File: src/rtl/adf_pkg.sv
// Purpose: Shared constants for the ADC decimation filter control block
// Assumes: 100 MHz core clock, APB register access
// Notes: Offsets are byte addresses on the APB bus
package adf_pkg;
  localparam logic [31:0] ADF_FILT_CTRL_ADDR = 32'hffff0514;
  localparam logic [31:0] ADF_EXT_CFG_ADDR = 32'hffff0518;
  localparam logic [31:0] ADF_STATUS_ADDR = 32'hffff051c;
  localparam logic [15:0] ADF_FILT_CTRL_RST = 16'h0007;
  localparam logic [7:0] ADF_EXT_CFG_RST = 8'h00;
  // Filter control field positions
  localparam int ADF_CHOP_BIT = 15;
  localparam int ADF_RAVG_BIT = 14;
  localparam int ADF_AF_MSB = 13;
  localparam int ADF_AF_LSB = 8;
  localparam int ADF_NOTCH_BIT = 7;
  localparam int ADF_SF_MSB = 6;
  // Rate figures
  localparam int ADF_OSR = 64;
  localparam int ADF_AF_OFFSET = 3;
  localparam int ADF_CHOP_EXTRA = 3;
  localparam int ADF_SF_60HZ = 126;
  localparam int ADF_SF_50HZ = 127;
  localparam int ADF_NORM_MOD_HZ = 512000;
  localparam int ADF_LP_MOD_HZ = 131072;
  localparam int ADF_FORCED_A_HZ = 60;
  localparam int ADF_FORCED_B_HZ = 50;
  localparam int ADF_MIN_NORM_HZ = 4;
  localparam int ADF_MIN_LP_HZ = 1;
  // Settling in output periods
  localparam int ADF_SETTLE_PLAIN = 3;
  localparam int ADF_SETTLE_RAVG = 4;
  localparam int ADF_SETTLE_AF = 1;
  localparam int ADF_SETTLE_AF_RAVG = 2;
  localparam int ADF_SETTLE_CHOP = 2;
  // Start-up delay per active converter
  localparam int ADF_STARTUP_US = 60;
  localparam int ADF_CLK_MHZ = 100;
  localparam int ADF_STARTUP_CYC = ADF_STARTUP_US * ADF_CLK_MHZ;
  localparam int ADF_PERIOD_W = 21;
  typedef enum logic [3:0] {
    ADF_ST_WAIT = 4'b0001,
    ADF_ST_SETTLE = 4'b0010,
    ADF_ST_RUN = 4'b0100,
    ADF_ST_IDLE = 4'b1000
  } adf_state_t;
endpackage : adf_pkg

File: src/rtl/adf_filter_ctrl.sv
// Purpose: Decimation filter control, rate and settling sequencer
// Assumes: Modulator and low-power clocks arrive as asynchronous pins
// Notes: One APB wait state; output periods counted in modulator ticks
`timescale 1ns/1ps
module adf_filter_ctrl
  import adf_pkg::*;
#(
  parameter int STARTUP_CYC = adf_pkg::ADF_STARTUP_CYC
) (
  // Clock and reset
  input wire logic core_clk,
  input wire logic rst,
  // APB slave
  input wire logic psel,
  input wire logic penable,
  input wire logic pwrite,
  input wire logic [31:0] paddr,
  input wire logic [31:0] pwdata,
  input wire logic [3:0] pstrb,
  output logic [31:0] prdata,
  output logic pready,
  output logic pslverr,
  // Pins from the analog side
  input wire logic modClkPin,
  input wire logic lpOscPin,
  input wire logic lowPowerPin,
  // Converter enables from core logic
  input wire logic priActive,
  input wire logic auxActive,
  // Filter and converter controls
  output logic adcReset,
  output logic chopOn,
  output logic runAvgOn,
  output logic secondNotchOn,
  output logic [7:0] extConfig,
  output logic resultValid,
  output logic settled
);
  import adf_pkg::*;

  localparam int PW = ADF_PERIOD_W;
  localparam logic [13:0] N60 = 14'(ADF_NORM_MOD_HZ / ADF_FORCED_A_HZ);
  localparam logic [13:0] N50 = 14'(ADF_NORM_MOD_HZ / ADF_FORCED_B_HZ);
  localparam logic [13:0] L60 = 14'(ADF_LP_MOD_HZ / ADF_FORCED_A_HZ);
  localparam logic [13:0] L50 = 14'(ADF_LP_MOD_HZ / ADF_FORCED_B_HZ);
  localparam logic [PW-1:0] NMAX = PW'(ADF_NORM_MOD_HZ / ADF_MIN_NORM_HZ);
  localparam logic [PW-1:0] LMAX = PW'(ADF_LP_MOD_HZ / ADF_MIN_LP_HZ);

  if (STARTUP_CYC < 1 || STARTUP_CYC > 32767)
  begin : g_chk
    $error("adf_filter_ctrl: STARTUP_CYC out of range");
  end

  // Legal SF/AF pairing, used by the status word only
  function automatic logic comboLegal(input logic [6:0] sf,
                                      input logic [5:0] af);
    comboLegal = (sf < 7'd32) || (sf < 7'd64 && af < 6'd8) ||
                 (af == 6'h00);
  endfunction : comboLegal

  // Pin synchronisers, 3 stages plus agreed level
  logic [2:0] pinRaw;
  logic [2:0] pinS1_q;
  logic [2:0] pinS2_q;
  logic [2:0] pinS3_q;
  logic [2:0] pinLvl_q;
  logic [2:0] pinRise;
  assign pinRaw = {lowPowerPin, lpOscPin, modClkPin};

  for (genvar i = 0; i < 3; i++)
  begin : g_sync
    always_ff @(posedge core_clk or posedge rst)
    begin
      if (rst)
      begin
        pinS1_q[i] <= 1'b0;
        pinS2_q[i] <= 1'b0;
        pinS3_q[i] <= 1'b0;
        pinLvl_q[i] <= 1'b0;
      end
      else
      begin
        pinS1_q[i] <= pinRaw[i];
        pinS2_q[i] <= pinS1_q[i];
        pinS3_q[i] <= pinS2_q[i];
        if (pinS2_q[i] == pinS3_q[i])
          pinLvl_q[i] <= pinS3_q[i];
      end
    end
    assign pinRise[i] = (pinS2_q[i] == pinS3_q[i]) && pinS3_q[i] &&
                        !pinLvl_q[i];
  end

  wire lowPower = pinLvl_q[2];
  wire lpChange = (pinS2_q[2] == pinS3_q[2]) &&
                  (pinS3_q[2] != pinLvl_q[2]);
  wire modTick = lowPower ? pinRise[1] : pinRise[0];

  // APB decode; one wait state so prdata leaves a flop
  logic [15:0] filtCtrl_q;
  logic [7:0] extCfg_q;
  logic pready_q;
  logic pslverr_q;
  logic [31:0] prdata_q;
  logic [31:0] rdData;
  wire hitCtrl = (paddr == ADF_FILT_CTRL_ADDR);
  wire hitExt = (paddr == ADF_EXT_CFG_ADDR);
  wire hitStat = (paddr == ADF_STATUS_ADDR);
  wire mapped = hitCtrl || hitExt || hitStat;
  wire accessNow = psel && penable && !pready_q;
  wire commit = psel && penable && pready_q;
  wire wrCtrl = commit && pwrite && hitCtrl && (pstrb[1:0] != 2'b00);
  wire wrExt = commit && pwrite && hitExt && pstrb[0];
  logic [15:0] ctrlMerged;
  assign ctrlMerged[7:0] = pstrb[0] ? pwdata[7:0] : filtCtrl_q[7:0];
  assign ctrlMerged[15:8] = pstrb[1] ? pwdata[15:8] : filtCtrl_q[15:8];

  // Field decode
  wire [6:0] sf = filtCtrl_q[ADF_SF_MSB:0];
  wire [5:0] af = filtCtrl_q[ADF_AF_MSB:ADF_AF_LSB];
  wire chopBit = filtCtrl_q[ADF_CHOP_BIT];
  wire afOn = (af != 6'h00);
  wire ravgEff = filtCtrl_q[ADF_RAVG_BIT] || chopBit;

  // base sinc3 period in modulator ticks
  wire [13:0] sfPlus = {7'h00, sf} + 14'h0001;
  wire [13:0] baseFormula = 14'(sfPlus * 14'(ADF_OSR));
  // forced 60 Hz and 50 Hz periods
  wire [13:0] base60 = lowPower ? L60 : N60;
  wire [13:0] base50 = lowPower ? L50 : N50;
  wire [13:0] baseTicks = (sf == 7'(ADF_SF_60HZ)) ? base60 :
                          (sf == 7'(ADF_SF_50HZ)) ? base50 : baseFormula;
  // post filter divides by 3 plus factor
  wire [6:0] afMult = {1'b0, af} + 7'(ADF_AF_OFFSET);
  wire [PW-1:0] scaled = PW'(PW'(baseTicks) * PW'(afMult));
  // chop adds three ticks to scaled period
  wire [PW-1:0] chopPer = scaled + PW'(ADF_CHOP_EXTRA);
  // running average leaves rate unchanged; chop and AF set it
  wire [PW-1:0] rawPer = chopBit ? chopPer :
                         afOn ? scaled : PW'(baseTicks);
  wire [PW-1:0] maxPer = lowPower ? LMAX : NMAX;
  wire [PW-1:0] periodD = (rawPer > maxPer) ? maxPer : rawPer;

  wire [2:0] settleD = chopBit ? 3'(ADF_SETTLE_CHOP) :
                       afOn ? (ravgEff ? 3'(ADF_SETTLE_AF_RAVG) :
                                         3'(ADF_SETTLE_AF)) :
                       (ravgEff ? 3'(ADF_SETTLE_RAVG) :
                                  3'(ADF_SETTLE_PLAIN));

  wire [1:0] nActive = {1'b0, priActive} + {1'b0, auxActive};
  wire [15:0] waitTarget = 16'(STARTUP_CYC) * {14'h0000, nActive};

  // Register file and APB response
  always_ff @(posedge core_clk or posedge rst)
  begin
    if (rst)
    begin
      filtCtrl_q <= ADF_FILT_CTRL_RST;
      extCfg_q <= ADF_EXT_CFG_RST;
      pready_q <= 1'b0;
      pslverr_q <= 1'b0;
      prdata_q <= 32'h00000000;
    end
    else
    begin
      pready_q <= accessNow;
      pslverr_q <= accessNow && !mapped;
      if (accessNow)
        prdata_q <= rdData;
      if (wrCtrl)
        filtCtrl_q <= ctrlMerged;
      if (wrExt)
        extCfg_q <= pwdata[7:0];
    end
  end

  // Sequencer
  adf_state_t state_q;
  adf_state_t state_d;
  logic [15:0] waitCnt_q;
  logic [2:0] settleCnt_q;
  logic [2:0] settleTgt_q;
  logic [PW-1:0] period_q;
  logic adcReset_q;
  logic valid_q;
  logic chopOn_q;
  logic ravgOn_q;
  logic notch_q;
  logic periodDone;
  logic settled_q;
  // Restart after reset, control write or power mode change
  wire restartSeq = adcReset_q || lpChange;
  wire timerHold = (state_q != ADF_ST_SETTLE) && (state_q != ADF_ST_RUN);
  wire lastSettle = periodDone && (settleCnt_q + 3'h1 >= settleTgt_q);

  adf_period_timer #(
    .W(PW)
  ) u_timer (
    .core_clk(core_clk),
    .rst(rst),
    .restart(timerHold || restartSeq),
    .tick(modTick),
    .period(period_q),
    .done(periodDone)
  );

  always_comb
  begin
    state_d = state_q;
    case (state_q)
      ADF_ST_WAIT:
        if (nActive == 2'b00)
          state_d = ADF_ST_IDLE;
        else if (waitCnt_q + 16'h0001 >= waitTarget)
          state_d = ADF_ST_SETTLE;
      ADF_ST_SETTLE:
        if (lastSettle)
          state_d = ADF_ST_RUN;
      ADF_ST_RUN:
        if (nActive == 2'b00)
          state_d = ADF_ST_IDLE;
      ADF_ST_IDLE:
        if (nActive != 2'b00)
          state_d = ADF_ST_WAIT;
      default:
        state_d = ADF_ST_WAIT;
    endcase
    if (restartSeq)
      state_d = ADF_ST_WAIT;
  end

  always_ff @(posedge core_clk or posedge rst)
  begin
    if (rst)
    begin
      state_q <= ADF_ST_WAIT;
      waitCnt_q <= 16'h0000;
      settleCnt_q <= 3'h0;
      settleTgt_q <= 3'(ADF_SETTLE_PLAIN);
      period_q <= PW'(1);
      valid_q <= 1'b0;
      settled_q <= 1'b0;
    end
    else
    begin
      state_q <= state_d;
      settled_q <= (state_d == ADF_ST_RUN);
      period_q <= periodD;
      settleTgt_q <= settleD;
      waitCnt_q <= (state_q == ADF_ST_WAIT && !restartSeq) ?
                   waitCnt_q + 16'h0001 : 16'h0000;
      if (state_q != ADF_ST_SETTLE || restartSeq)
        settleCnt_q <= 3'h0;
      else if (periodDone)
        settleCnt_q <= settleCnt_q + 3'h1;
      // one strobe per sample once settled
      valid_q <= !restartSeq && periodDone &&
                 ((state_q == ADF_ST_RUN) ||
                  (state_q == ADF_ST_SETTLE && lastSettle));
    end
  end

  // Converter controls
  always_ff @(posedge core_clk or posedge rst)
  begin
    if (rst)
    begin
      adcReset_q <= 1'b0;
      chopOn_q <= 1'b0;
      ravgOn_q <= 1'b0;
      notch_q <= 1'b0;
    end
    else
    begin
      // a control write touching byte lane 0 or 1 resets both converters
      adcReset_q <= wrCtrl;
      chopOn_q <= chopBit;
      ravgOn_q <= ravgEff;
      notch_q <= filtCtrl_q[ADF_NOTCH_BIT];
    end
  end

  // Read mux; status shows sequencer and legality
  wire [31:0] statusWord = {16'h0000, 4'(state_q), 1'b0,
                            settleCnt_q, 3'h0, lowPower, 1'b0,
                            comboLegal(sf, af), ravgEff,
                            (state_q == ADF_ST_RUN)};
  assign rdData = hitCtrl ? {16'h0000, filtCtrl_q} :
                  hitExt ? {24'h000000, extCfg_q} :
                  hitStat ? statusWord : 32'h00000000;

  assign prdata = prdata_q;
  assign pready = pready_q;
  assign pslverr = pslverr_q;
  assign adcReset = adcReset_q;
  assign chopOn = chopOn_q;
  assign runAvgOn = ravgOn_q;
  assign secondNotchOn = notch_q;
  assign extConfig = extCfg_q;
  assign resultValid = valid_q;
  assign settled = settled_q;
endmodule : adf_filter_ctrl

File: src/rtl/adf_period_timer.sv
// Purpose: Counts modulator ticks into filter output periods
// Assumes: tick is a one-cycle strobe in the core clock domain
// Notes: done pulses for one cycle at the end of each period
`timescale 1ns/1ps
module adf_period_timer #(
  parameter int W = 21
) (
  // Clock and reset
  input wire logic core_clk,
  input wire logic rst,
  // Control
  input wire logic restart,
  input wire logic tick,
  input wire logic [W-1:0] period,
  // Result
  output logic done
);
  logic [W-1:0] cnt_q;
  logic done_q;
  wire lastTick = tick && ({1'b0, cnt_q} + 1'b1 >= {1'b0, period});

  if (W < 2)
  begin : g_chk
    $error("adf_period_timer: W too small");
  end

  always_ff @(posedge core_clk or posedge rst)
  begin
    if (rst)
    begin
      cnt_q <= '0;
      done_q <= 1'b0;
    end
    else
    begin
      done_q <= lastTick && !restart;
      if (restart || lastTick)
        cnt_q <= '0;
      else if (tick)
        cnt_q <= cnt_q + 1'b1;
    end
  end

  assign done = done_q;
endmodule : adf_period_timer

File: config.mk
export PLATFORM = sky130hd
export DESIGN_NAME = adf_filter_ctrl
export DESIGN_NICKNAME = d
export VERILOG_FILES = /design/src/rtl/adf_pkg.sv /design/src/rtl/adf_filter_ctrl.sv /design/src/rtl/adf_period_timer.sv
export SDC_FILE = /design/constraint.sdc
export NUM_CORES = 1
export LEC_CHECK = 0
export BUFFER_PORTS_ARGS = -buffer_cell sky130_fd_sc_hd__buf_2
export CORE_MARGIN = 8
export CORE_UTILIZATION = 55
export CTS_CLUSTER_SIZE = 12
export DETAILED_ROUTE_END_ITERATION = 10
export PLACE_DENSITY_LB_ADDON = 0.25
export SLEW_MARGIN = 20
export SYNTH_ARGS = -nofsm -noshare
export SYNTH_HDL_FRONTEND = slang
export SYNTH_HIERARCHICAL = 1
export SYNTH_SLANG_ARGS = --single-unit
File: constraint.sdc
create_clock -name core_clk -period 8.73 [get_ports core_clk]
set_input_delay 1.746 -clock core_clk [delete_from_list [all_inputs] [get_ports core_clk]]
set_output_delay 1.746 -clock core_clk [all_outputs]
set_load 0.02 [all_outputs]
==> metrics.cfg, run 1 <==
[outcome]
outcome = completed

[timing]
fin_crit_sh = 0.959
fin_skew_ns = 0.0123
slew_violations = 0
finalHoldViolCount = 0
setup_viol = 0
tightest_slew_ns = 1.05
slew_headroom = 0.293
fmax_ghz = 0.119
hold_ws_ns = 0.350
period_minus_slack_ns = 8.37

[global_routing]
grt_use_total = 0.232
grt_pass1_wl_um = 46500
antenna_found_initial = 0
gr-total-overflow = 0
grt_max_degree = 71
grt_pass1_vias = 9277

[critical_path]
r2r_setup_slack_ns = 0.36
reg2reg_depth = 36
crit_path_max_incr_delay_ns = 0.58
rr_endpoint = period_q[15]
r2r-start = filtCtrl_q[0]
cp-start-kind = flip-flop
crit_arrival_ns = 8.66
path_class = reg -> reg
endpoint = period_q[15]
cp.required_ns = 9.02
slowest_stage = fa_1
endpoint_kind = flip-flop
startpoint = filtCtrl_q[0]
worstPathMaxFanout = 8

[logic_synthesis]
ys.warnings.count = 6
ys_types = 87
synth_ff_type = dfrtp_1
synth-edff-count = 0
synthCells = 1242
synthesis.area_sq_mm = 0.0112
syn_area_per_cell_sq_um = 9.02
synth-seq-cells = 129
synthArstFlopShare = 1.00
seq_area_frac_synth = 0.289

[placed_design]
gp_congestion = 0.862
io_buffers = 91
dpl_cell_area_sq_mm = 0.0119
post-place-cells = 1588
dp_hpwl_um = 21400

[finish]
fill_cells = 1617
design_area_sq_mm = 0.0129
drive_above_1_share = 0.200
area_growth_pct = 14.8
regArea_sq_mm = 0.00324
multiInputGateArea_sq_mm = 0.00743
stdcell_count = 1637
layout.nets = 1582
diodes = 0

[job]
drv_cap = 0

[clock_network]
cts_made_buffers = 17
cts_tree = built
cts-root-buf = clkbuf_16
ctsHtreeMaxLevel = 4
clock_sinks = 129
clkLatencyLatePin_ns = 0.42
path_clk_slew_ns = 0.06
hold_buffers = 0
cts_buffer_depth = 2

[detailed_routing]
drc = 0
drt-vias-per-instance = 5.78
num_vias = 9461
routed_wl_um = 28200
avgRoutedWirePerCell_um = 17.2
drt_iter0_markers = 773
firstDrtPassIters = 5
ant_nets = 0

[floorplanning]
start_util = 0.557
fp.dieArea_sq_mm = 0.0252
ios = 126
fp.dieH_um = 159
std_cell_rows = 52
fp.dieW_um = 159
core-area_sq_mm = 0.0201

[min_path]
min-delay-start = pinS1_q[0]
hold_class = reg -> reg

[pwr]
p_leak_nw = 6.42
p_per_area_mw_per_mm2 = 115
peakVddDrop_mv = 0.114

cell families after synthesis:
family                     count (synthesis)  synth area share
AOI/OAI and AO/OA                        218             0.135
xor gates and xnor gates                  64            0.0501
adders and majority gates                151             0.203
buffers and inverters                    180            0.0698
DFF                                      129             0.289
muxes                                     49            0.0480
other                                      1          0.000335
and+or+nand+nor                          450             0.205
power breakdown:
part	internal, W	leakage [nW]	switching (W)
Clock	0.000431	0.288	0.000300
Combinational	0.0000402	4.40	0.0000746
Sequential	0.000613	1.73	0.0000175
Total	0.00108	6.42	0.000392
critical path: cells and delay by family (launching register included):
family	cells	cell delay, ns
flip-flops	1	0.57
multiplexers	2	0.66
AO/OA/AOI/OAI	6	1.45
buffers and inverters	6	0.50
AND/OR/NAND/NOR	14	2.08
XOR/XNOR	1	0.16
adder cells (fa/ha/maj)	7	2.80
sequential cells by signal, summed over array words and instances (netlist names), 4 cells and up:
| signal | count |
|---|---|
| waitCnt_q | 16 |
| filtCtrl_q | 16 |
| u_timer/cnt_q | 21 |
| prdata | 16 |
| state_q | 4 |
| period_q | 21 |
| extConfig | 8 |
area by class of cell:
type | count | share of cell area
timing repair buffer | 137 | 0.0629
clock buffer | 18 | 0.0334
multi-input combinational | 951 | 0.577
clock inverter | 14 | 0.0132
tap | 270 | 0.0263
sequential | 129 | 0.252
inverter | 118 | 0.0350
cells in the mapped netlist (all sizes together), types with 9 or more instances:
| cell type | count | share of area |
|---|---|---|
| mux2 | 38 | 0.038 |
| o21ai | 43 | 0.020 |
| nand3 | 44 | 0.020 |
| dfrtp | 122 | 0.27 |
| a31oi | 9 | 0.0050 |
| buf | 28 | 0.018 |
| nand4 | 28 | 0.019 |
| nor3 | 21 | 0.0094 |
| nand2b | 14 | 0.0078 |
| a22oi | 10 | 0.0067 |
| xnor2 | 30 | 0.023 |
| and3 | 17 | 0.0099 |
| inv | 115 | 0.039 |
| o31ai | 17 | 0.013 |
| clkbuf | 34 | 0.011 |
| fa | 51 | 0.091 |
| mux2i | 11 | 0.0098 |
| o211ai | 16 | 0.012 |
| or2 | 14 | 0.0078 |
| nand2 | 110 | 0.037 |
| nor2b | 23 | 0.013 |
| xor2 | 34 | 0.027 |
| a21oi | 55 | 0.025 |
| ha | 99 | 0.11 |
| a21o | 9 | 0.0060 |
| nor2 | 125 | 0.042 |
routing by layer:
layer	share of wire	GRT usage	wire length, um	vias up
li1	-	-	-	4531
met1	0.45	0.310	12600	4663
met2	0.49	0.386	13700	222
met3	0.049	0.0315	1390	45
met4	0.018	0.0633	498	0
met5	0	0	0	-
how the worst min path moves through the flow:
stage	end	slack, ns	cells past startpoint
after floorplan	pinS2_q[0]	0.33	0
after CTS	pinS2_q[0]	0.35	0
after detailed placement	pinS2_q[0]	0.34	0
final	pinS2_q[0]	0.35	0
after global routing	pinS2_q[0]	0.37	0
after global placement	pinS2_q[0]	0.33	0
through the flow:
step / worst slack (ns) / util / setup TNS (ns) / total power (W)
floorplan: 0.541 / - / 0 / 0.000717
global placement: 0.318 / 0.594 / 0 / 0.000750
detailed placement: 0.237 / 0.594 / 0 / 0.000756
CTS: 0.0668 / 0.624 / 0 / 0.00148
global route: -0.110 / 0.640 / -1.10 / 0.00153
finish: 0.359 / 0.640 / 0 / 0.00148
what timing repair did:
action,CTS,global route
resized for setup,0,39
buffers inserted,0,15
setup endpoints to repair,0,17
layout by cell type, fill, tap and decap left out, types with 14 or more instances in the layout:
cell	n
dfrtp_1	122
nor2_1	121
inv_1	114
nand2_1	110
ha_1	95
buf_2	92
a21oi_1	55
fa_1	51
nand3_1	42
buf_4	42
o21ai_0	37
mux2_2	35
xor2_1	33
xnor2_1	26
nand4_1	24
nor2b_1	23
nor3_1	20
conb_1	19
clkbuf_16	17
o31ai_1	16
nand2b_1	14
and3_1	14
o211ai_1	14
Note: power is estimated with default switching activity, not from simulation.
==> inputs of run 2 (changes only) <==
==> constraint.sdc (replaced) <==
create_clock -name core_clk -period 8.73 [get_ports core_clk]
set_input_delay 0 -clock core_clk [delete_from_list [all_inputs] [get_ports core_clk]]
set_output_delay 0 -clock core_clk [all_outputs]
set_load 0.02 [all_outputs]
==> metrics.cfg, run 2 (same netlist as run 1, synthesis figures left out) <==
[outcome]
outcome = completed

[pwr]
peakVddDrop_mv = 0.127  ; +11%
p_leak_nw = 6.40  ; -0.22%
p_per_area_mw_per_mm2 = 112  ; -2.4%

[global_routing]
met3_usage = 0.0366  ; +0.00516
grt_use_total = 0.234  ; +0.00290
globalRouteMet1Util = 0.311  ; +0.000968
use_met2 = 0.387  ; +0.000814
antenna_found_initial = 0  ; unchanged
grt_max_degree = 72  ; +1.4%
gr-total-overflow = 0  ; unchanged
grt_pass1_wl_um = 47100  ; +1.5%
grt_pass1_vias = 9504  ; +2.4%
grt_busiest_layer = met2

[placed_design]
dp_hpwl_um = 21400  ; about the same
io_buffers = 91  ; unchanged
gp_congestion = 0.891  ; +3.4%

[clock_network]
cts_buffer_depth = 2  ; unchanged
path_clk_slew_ns = 0.07  ; about the same
cts_made_buffers = 17  ; unchanged
cts-root-buf = clkbuf_16
cts_tree = built
clock_sinks = 129  ; unchanged
clkLatencyLatePin_ns = 0.42  ; about the same
ctsHtreeMaxLevel = 4  ; unchanged

[floorplanning]
start_util = 0.557  ; unchanged
ios = 126  ; unchanged
core-area_sq_mm = 0.0201  ; unchanged
std_cell_rows = 52  ; unchanged
fp.dieH_um = 159  ; unchanged
fp.dieW_um = 159  ; unchanged
fp.dieArea_sq_mm = 0.0252  ; unchanged

[timing]
rsz0062_at_grt = no
tightest_slew_ns = 1.13  ; +0.0844 ns
fin_skew_ns = 0.0122  ; -0.000167 ns
slew_headroom = 0.236  ; -0.0571
finalHoldViolCount = 0  ; unchanged
fmax_ghz = 0.122  ; +1.8%
period_minus_slack_ns = 8.22  ; -0.146 ns
fin_crit_sh = 0.942  ; -0.0167
hold_ws_ns = 0.0775  ; -0.272 ns
slew_violations = 0  ; unchanged
setup_tns_ns = 0  ; unchanged
setup_viol = 0  ; unchanged

[critical_path]
crit_buf_inv = 7  ; +1
crit_arrival_ns = 8.58  ; -0.08 ns
worstPathMaxFanout = 11  ; +3
cp_top_family = adder cells
cp-start-kind = flip-flop
slowest_stage = dfstp_2
endpoint_kind = flip-flop
crit_path_max_incr_delay_ns = 0.60  ; +0.02 ns
cp.required_ns = 9.08  ; +0.06 ns
cp_common_cell = inv_1
path_class = reg -> reg

[detailed_routing]
ant_nets = 0  ; unchanged
num_vias = 9469  ; +0.085%
firstDrtPassIters = 5  ; unchanged
drt_iter0_markers = 697  ; -9.8%
drc = 0  ; unchanged
avgRoutedWirePerCell_um = 17.1  ; -0.85%
routed_wl_um = 28200  ; about the same
drt-vias-per-instance = 5.74  ; -0.70%

[finish]
diodes = 0  ; unchanged
layout_commonest_cell = dfrtp_1
top_regs = period_q: 21 flops, u_timer/cnt_q: 21 flops
area_growth_pct = 15.4
final_cell_mix = dfrtp_1 (122), nor2_1 (121), inv_1 (114)
layout.nets = 1595  ; +0.82%
drive_above_1_share = 0.190  ; -0.0106

[min_path]
hold_class = in -> reg

[job]
drv_cap = 0  ; unchanged

==> run 2: cell count changes in the layout (fill, tap and decap cells not counted), sizes merged <==
cell,before,now
dlygate4sd3,0,23
buf,137,127
bufinv,2,1
clkbuf,18,19
clkinvlp,2,3
inv,122,121
==> run 2: final timing paths <==
kind                                  to           from  cells after the start  slack, ns
max in group asynchronous  filtCtrl_q[6]            rst                      4       7.30
max                          period_q[7]  filtCtrl_q[1]                     35       0.51
min in group asynchronous       adcReset            rst                      3       0.17
max reg2reg                  period_q[7]  filtCtrl_q[1]                     35       0.51
min                             adcReset        penable                      4       0.08
min reg2reg                   pinS2_q[1]     pinS1_q[1]                      0       0.35
==> run 2: repair_timing <==
action                                  CTS  global route
gates resized for setup                   0            28
hold buffers                             23             0
endpoints found under the setup margin    0            17
buffers inserted                          0             9
endpoints found under the hold margin    87             0
==> run 2: cell type report <==
| class | count | area (sq um) |
|---|---|---|
| timing repair buffer | 150 | 963 |
| multi-input combinational | 951 | 7370 |
| tap | 270 | 338 |
| clock inverter | 13 | 126 |
| fill | 1640 | 7180 |
| sequential | 129 | 3240 |
| clock buffer | 19 | 443 |
| inverter | 118 | 450 |
==> run 2: routing by layer <==
| layer | up-vias | part of all wire |
|---|---|---|
| met2 | 246 | 0.48 |
| met4 | 0 | 0.020 |
| met1 | 4643 | 0.45 |
| li1 | 4537 | - |
| met5 | - | 0 |
| met3 | 43 | 0.050 |
==> run 2: tightest hold or removal path, cell delays in order <==
cell	delay, ns
buf_2	0.10
nand4_1	0.11
nor3_1	0.09
o21a_1	0.15
==> run 2: stage by stage <==
step	total power [W]	util	setup slack (ns)	std cells	instance area, sq um
after global routing	0.00150	0.643	0.0253	1650	12900
after CTS	0.00146	0.633	0.232	1640	12700
after floorplan	0.000717	-	0.541	1260	11300
after global placement	0.000749	0.593	0.409	1585	11900
after detailed placement	0.000752	0.593	0.289	1585	11900
final	0.00145	0.643	0.506	1650	12900
==> run 2: report_power, final <==
part | internal (W) | leakage (nW) | switching (W)
clock network | 0.000405 | 0.273 | 0.000291
registers | 0.000613 | 1.73 | 0.0000176
logic | 0.0000457 | 4.40 | 0.0000754
total | 0.00106 | 6.40 | 0.000384
==> inputs of run 3 (changes only) <==
CELL_PAD_IN_SITES_DETAIL_PLACEMENT = 1   (was default)
CELL_PAD_IN_SITES_GLOBAL_PLACEMENT = 1   (was default)
CORE_UTILIZATION = 42   (was 55)
==> metrics.cfg, run 3 (same netlist as run 1, synthesis figures left out) <==
[detailed_routing]
num_vias = 9488  ; +0.20%
avgRoutedWirePerCell_um = 18.8  ; +9.8%
firstDrtPassIters = 5  ; unchanged
drt_iter0_markers = 449  ; -36%
drc = 0  ; unchanged
ant_nets = 0  ; unchanged
drt-vias-per-instance = 5.51  ; -4.0%
routed_wl_um = 32300  ; +15%

[timing]
finalHoldViolCount = 0  ; unchanged
setup_tns_ns = 0  ; unchanged
tightest_slew_ns = 0.925  ; -0.205 ns
setup_viol = 0  ; unchanged
fin_skew_ns = 0.0190  ; +0.00681 ns
slew_headroom = 0.383  ; +0.147
period_minus_slack_ns = 8.35  ; +0.127 ns
fmax_ghz = 0.120  ; -1.5%
fin_crit_sh = 0.957  ; +0.0145
slew_violations = 0  ; unchanged
setup_ws_ns = 0.379  ; -0.127 ns

[finish]
drive_above_1_share = 0.198  ; +0.00827
area_growth_pct = 18.4
layout.nets = 1603  ; +0.50%
regArea_sq_mm = 0.00324  ; unchanged
final_cell_mix = nor2_1 (123), dfrtp_1 (122), inv_1 (114)
multiInputGateArea_sq_mm = 0.00745  ; +1.1%
diodes = 0  ; unchanged
fill_cells = 3012  ; +84%
utilization = 0.507  ; -0.136
layout_commonest_cell = nor2_1
top_regs = period_q: 21 flops, u_timer/cnt_q: 21 flops

[global_routing]
grt_pass1_wl_um = 52700  ; +12%
grt_pass1_vias = 10200  ; +7.1%
grt_use_total = 0.205  ; -0.0297
antenna_found_initial = 0  ; unchanged
grt_max_degree = 59  ; -18%
gr-total-overflow = 0  ; unchanged

[floorplanning]
fp.dieW_um = 179  ; +13%
core-area_sq_mm = 0.0261  ; +30%
ios = 126  ; unchanged
start_util = 0.429  ; -0.129
fp.dieArea_sq_mm = 0.0321  ; +28%
fp.dieH_um = 179  ; +13%
std_cell_rows = 59  ; +13%

[clock_network]
cts_buffer_depth = 2  ; unchanged
cts-root-buf = clkbuf_16
cts_tree = built
path_clk_slew_ns = 0.07  ; about the same
ctsHtreeMaxLevel = 4  ; unchanged
cts_made_buffers = 17  ; unchanged
clock_sinks = 129  ; unchanged
clkLatencyLatePin_ns = 0.43  ; about the same

[critical_path]
cp_common_cell = fa_1
worstPathMaxFanout = 7  ; -4
crit_arrival_ns = 8.65  ; +0.07 ns
cp-start-kind = flip-flop
path_class = reg -> reg
cp.required_ns = 9.03  ; -0.05 ns
crit_buf_inv = 4  ; -3
endpoint_kind = flip-flop
crit_path_max_incr_delay_ns = 0.58  ; -0.02 ns
cp_top_family = adder cells
slowest_stage = dfstp_2

[placed_design]
io_buffers = 91  ; unchanged
dp_worst_setup_slack_ns = 0.118  ; -0.171 ns
gp_congestion = 0.841  ; -5.6%
dp_hpwl_um = 24500  ; +14%

[pwr]
peakVddDrop_mv = 0.108  ; -15%
p_leak_nw = 6.55  ; +2.3%
total_power_w = 0.00158  ; +8.9%
p_per_area_mw_per_mm2 = 119  ; +6.2%

[min_path]
hold_class = in -> reg

[job]
drv_cap = 0  ; unchanged

[outcome]
outcome = completed

-- run 3: final timing paths --
check	slack, ns	cells past startpoint	from	endpoint
worst max-delay path	0.38	31	filtCtrl_q[0]	period_q[17]
worst min-delay path	0.09	4	paddr[2]	pslverr
worst max register to register	0.38	31	filtCtrl_q[0]	period_q[17]
worst min register to register	0.36	0	pinS1_q[2]	pinS2_q[2]
max in group asynchronous	7.37	4	rst	period_q[18]
min in group asynchronous	0.25	3	rst	pinS2_q[1]
-- run 3: area by class of cell --
| class | instances | share of cell area |
|---|---|---|
| repair buffers | 158 | 0.0776 |
| clock inverters | 15 | 0.0187 |
| well taps | 335 | 0.0316 |
| inverters | 118 | 0.0340 |
| multi-input cells | 951 | 0.562 |
| flip-flops and latches | 129 | 0.244 |
| clock buffers | 17 | 0.0321 |
-- run 3: repair_timing --
| action | CTS | global route |
|---|---|---|
| resized for setup | 0 | 40 |
| buffers inserted | 0 | 10 |
| setup endpoints to repair | 0 | 17 |
| endpoints found under the hold margin | 102 | 0 |
| hold buffers | 22 | 0 |
-- run 3: where the power goes --
group / internal (W) / leakage, nW / switching [W]
Combinational: 0.0000464 / 4.49 / 0.0000756
Sequential: 0.000612 / 1.73 / 0.0000174
Clock: 0.000517 / 0.328 / 0.000307
-- run 3: metal layers --
layer,wire length (um),GRT usage
met5,0,0
met4,522,0.0594
met3,890,0.0286
met2,16400,0.352
met1,14500,0.264
-- run 3: worst register-to-register path: cells and delay by family (launching register included) --
kind                     cells  cell delay, ns
XOR/XNOR                     1            0.15
AO/OA/AOI/OAI                6            1.39
AND/OR/NAND/NOR             11            2.31
buffers and inverters        4            0.31
multiplexers                 2            0.66
flip-flops                   1            0.58
adder cells (fa/ha/maj)      7            2.80
-- run 3: per-stage QoR --
step / hold WS (ns) / area, sq um / std cells
after floorplan: -0.0108 / 11300 / 1260
after global placement: 0.111 / 12100 / 1658
after detailed placement: 0.114 / 12100 / 1658
after CTS: 0.0826 / 13000 / 1712
after global routing: 0.109 / 13300 / 1723
final: 0.0889 / 13300 / 1723
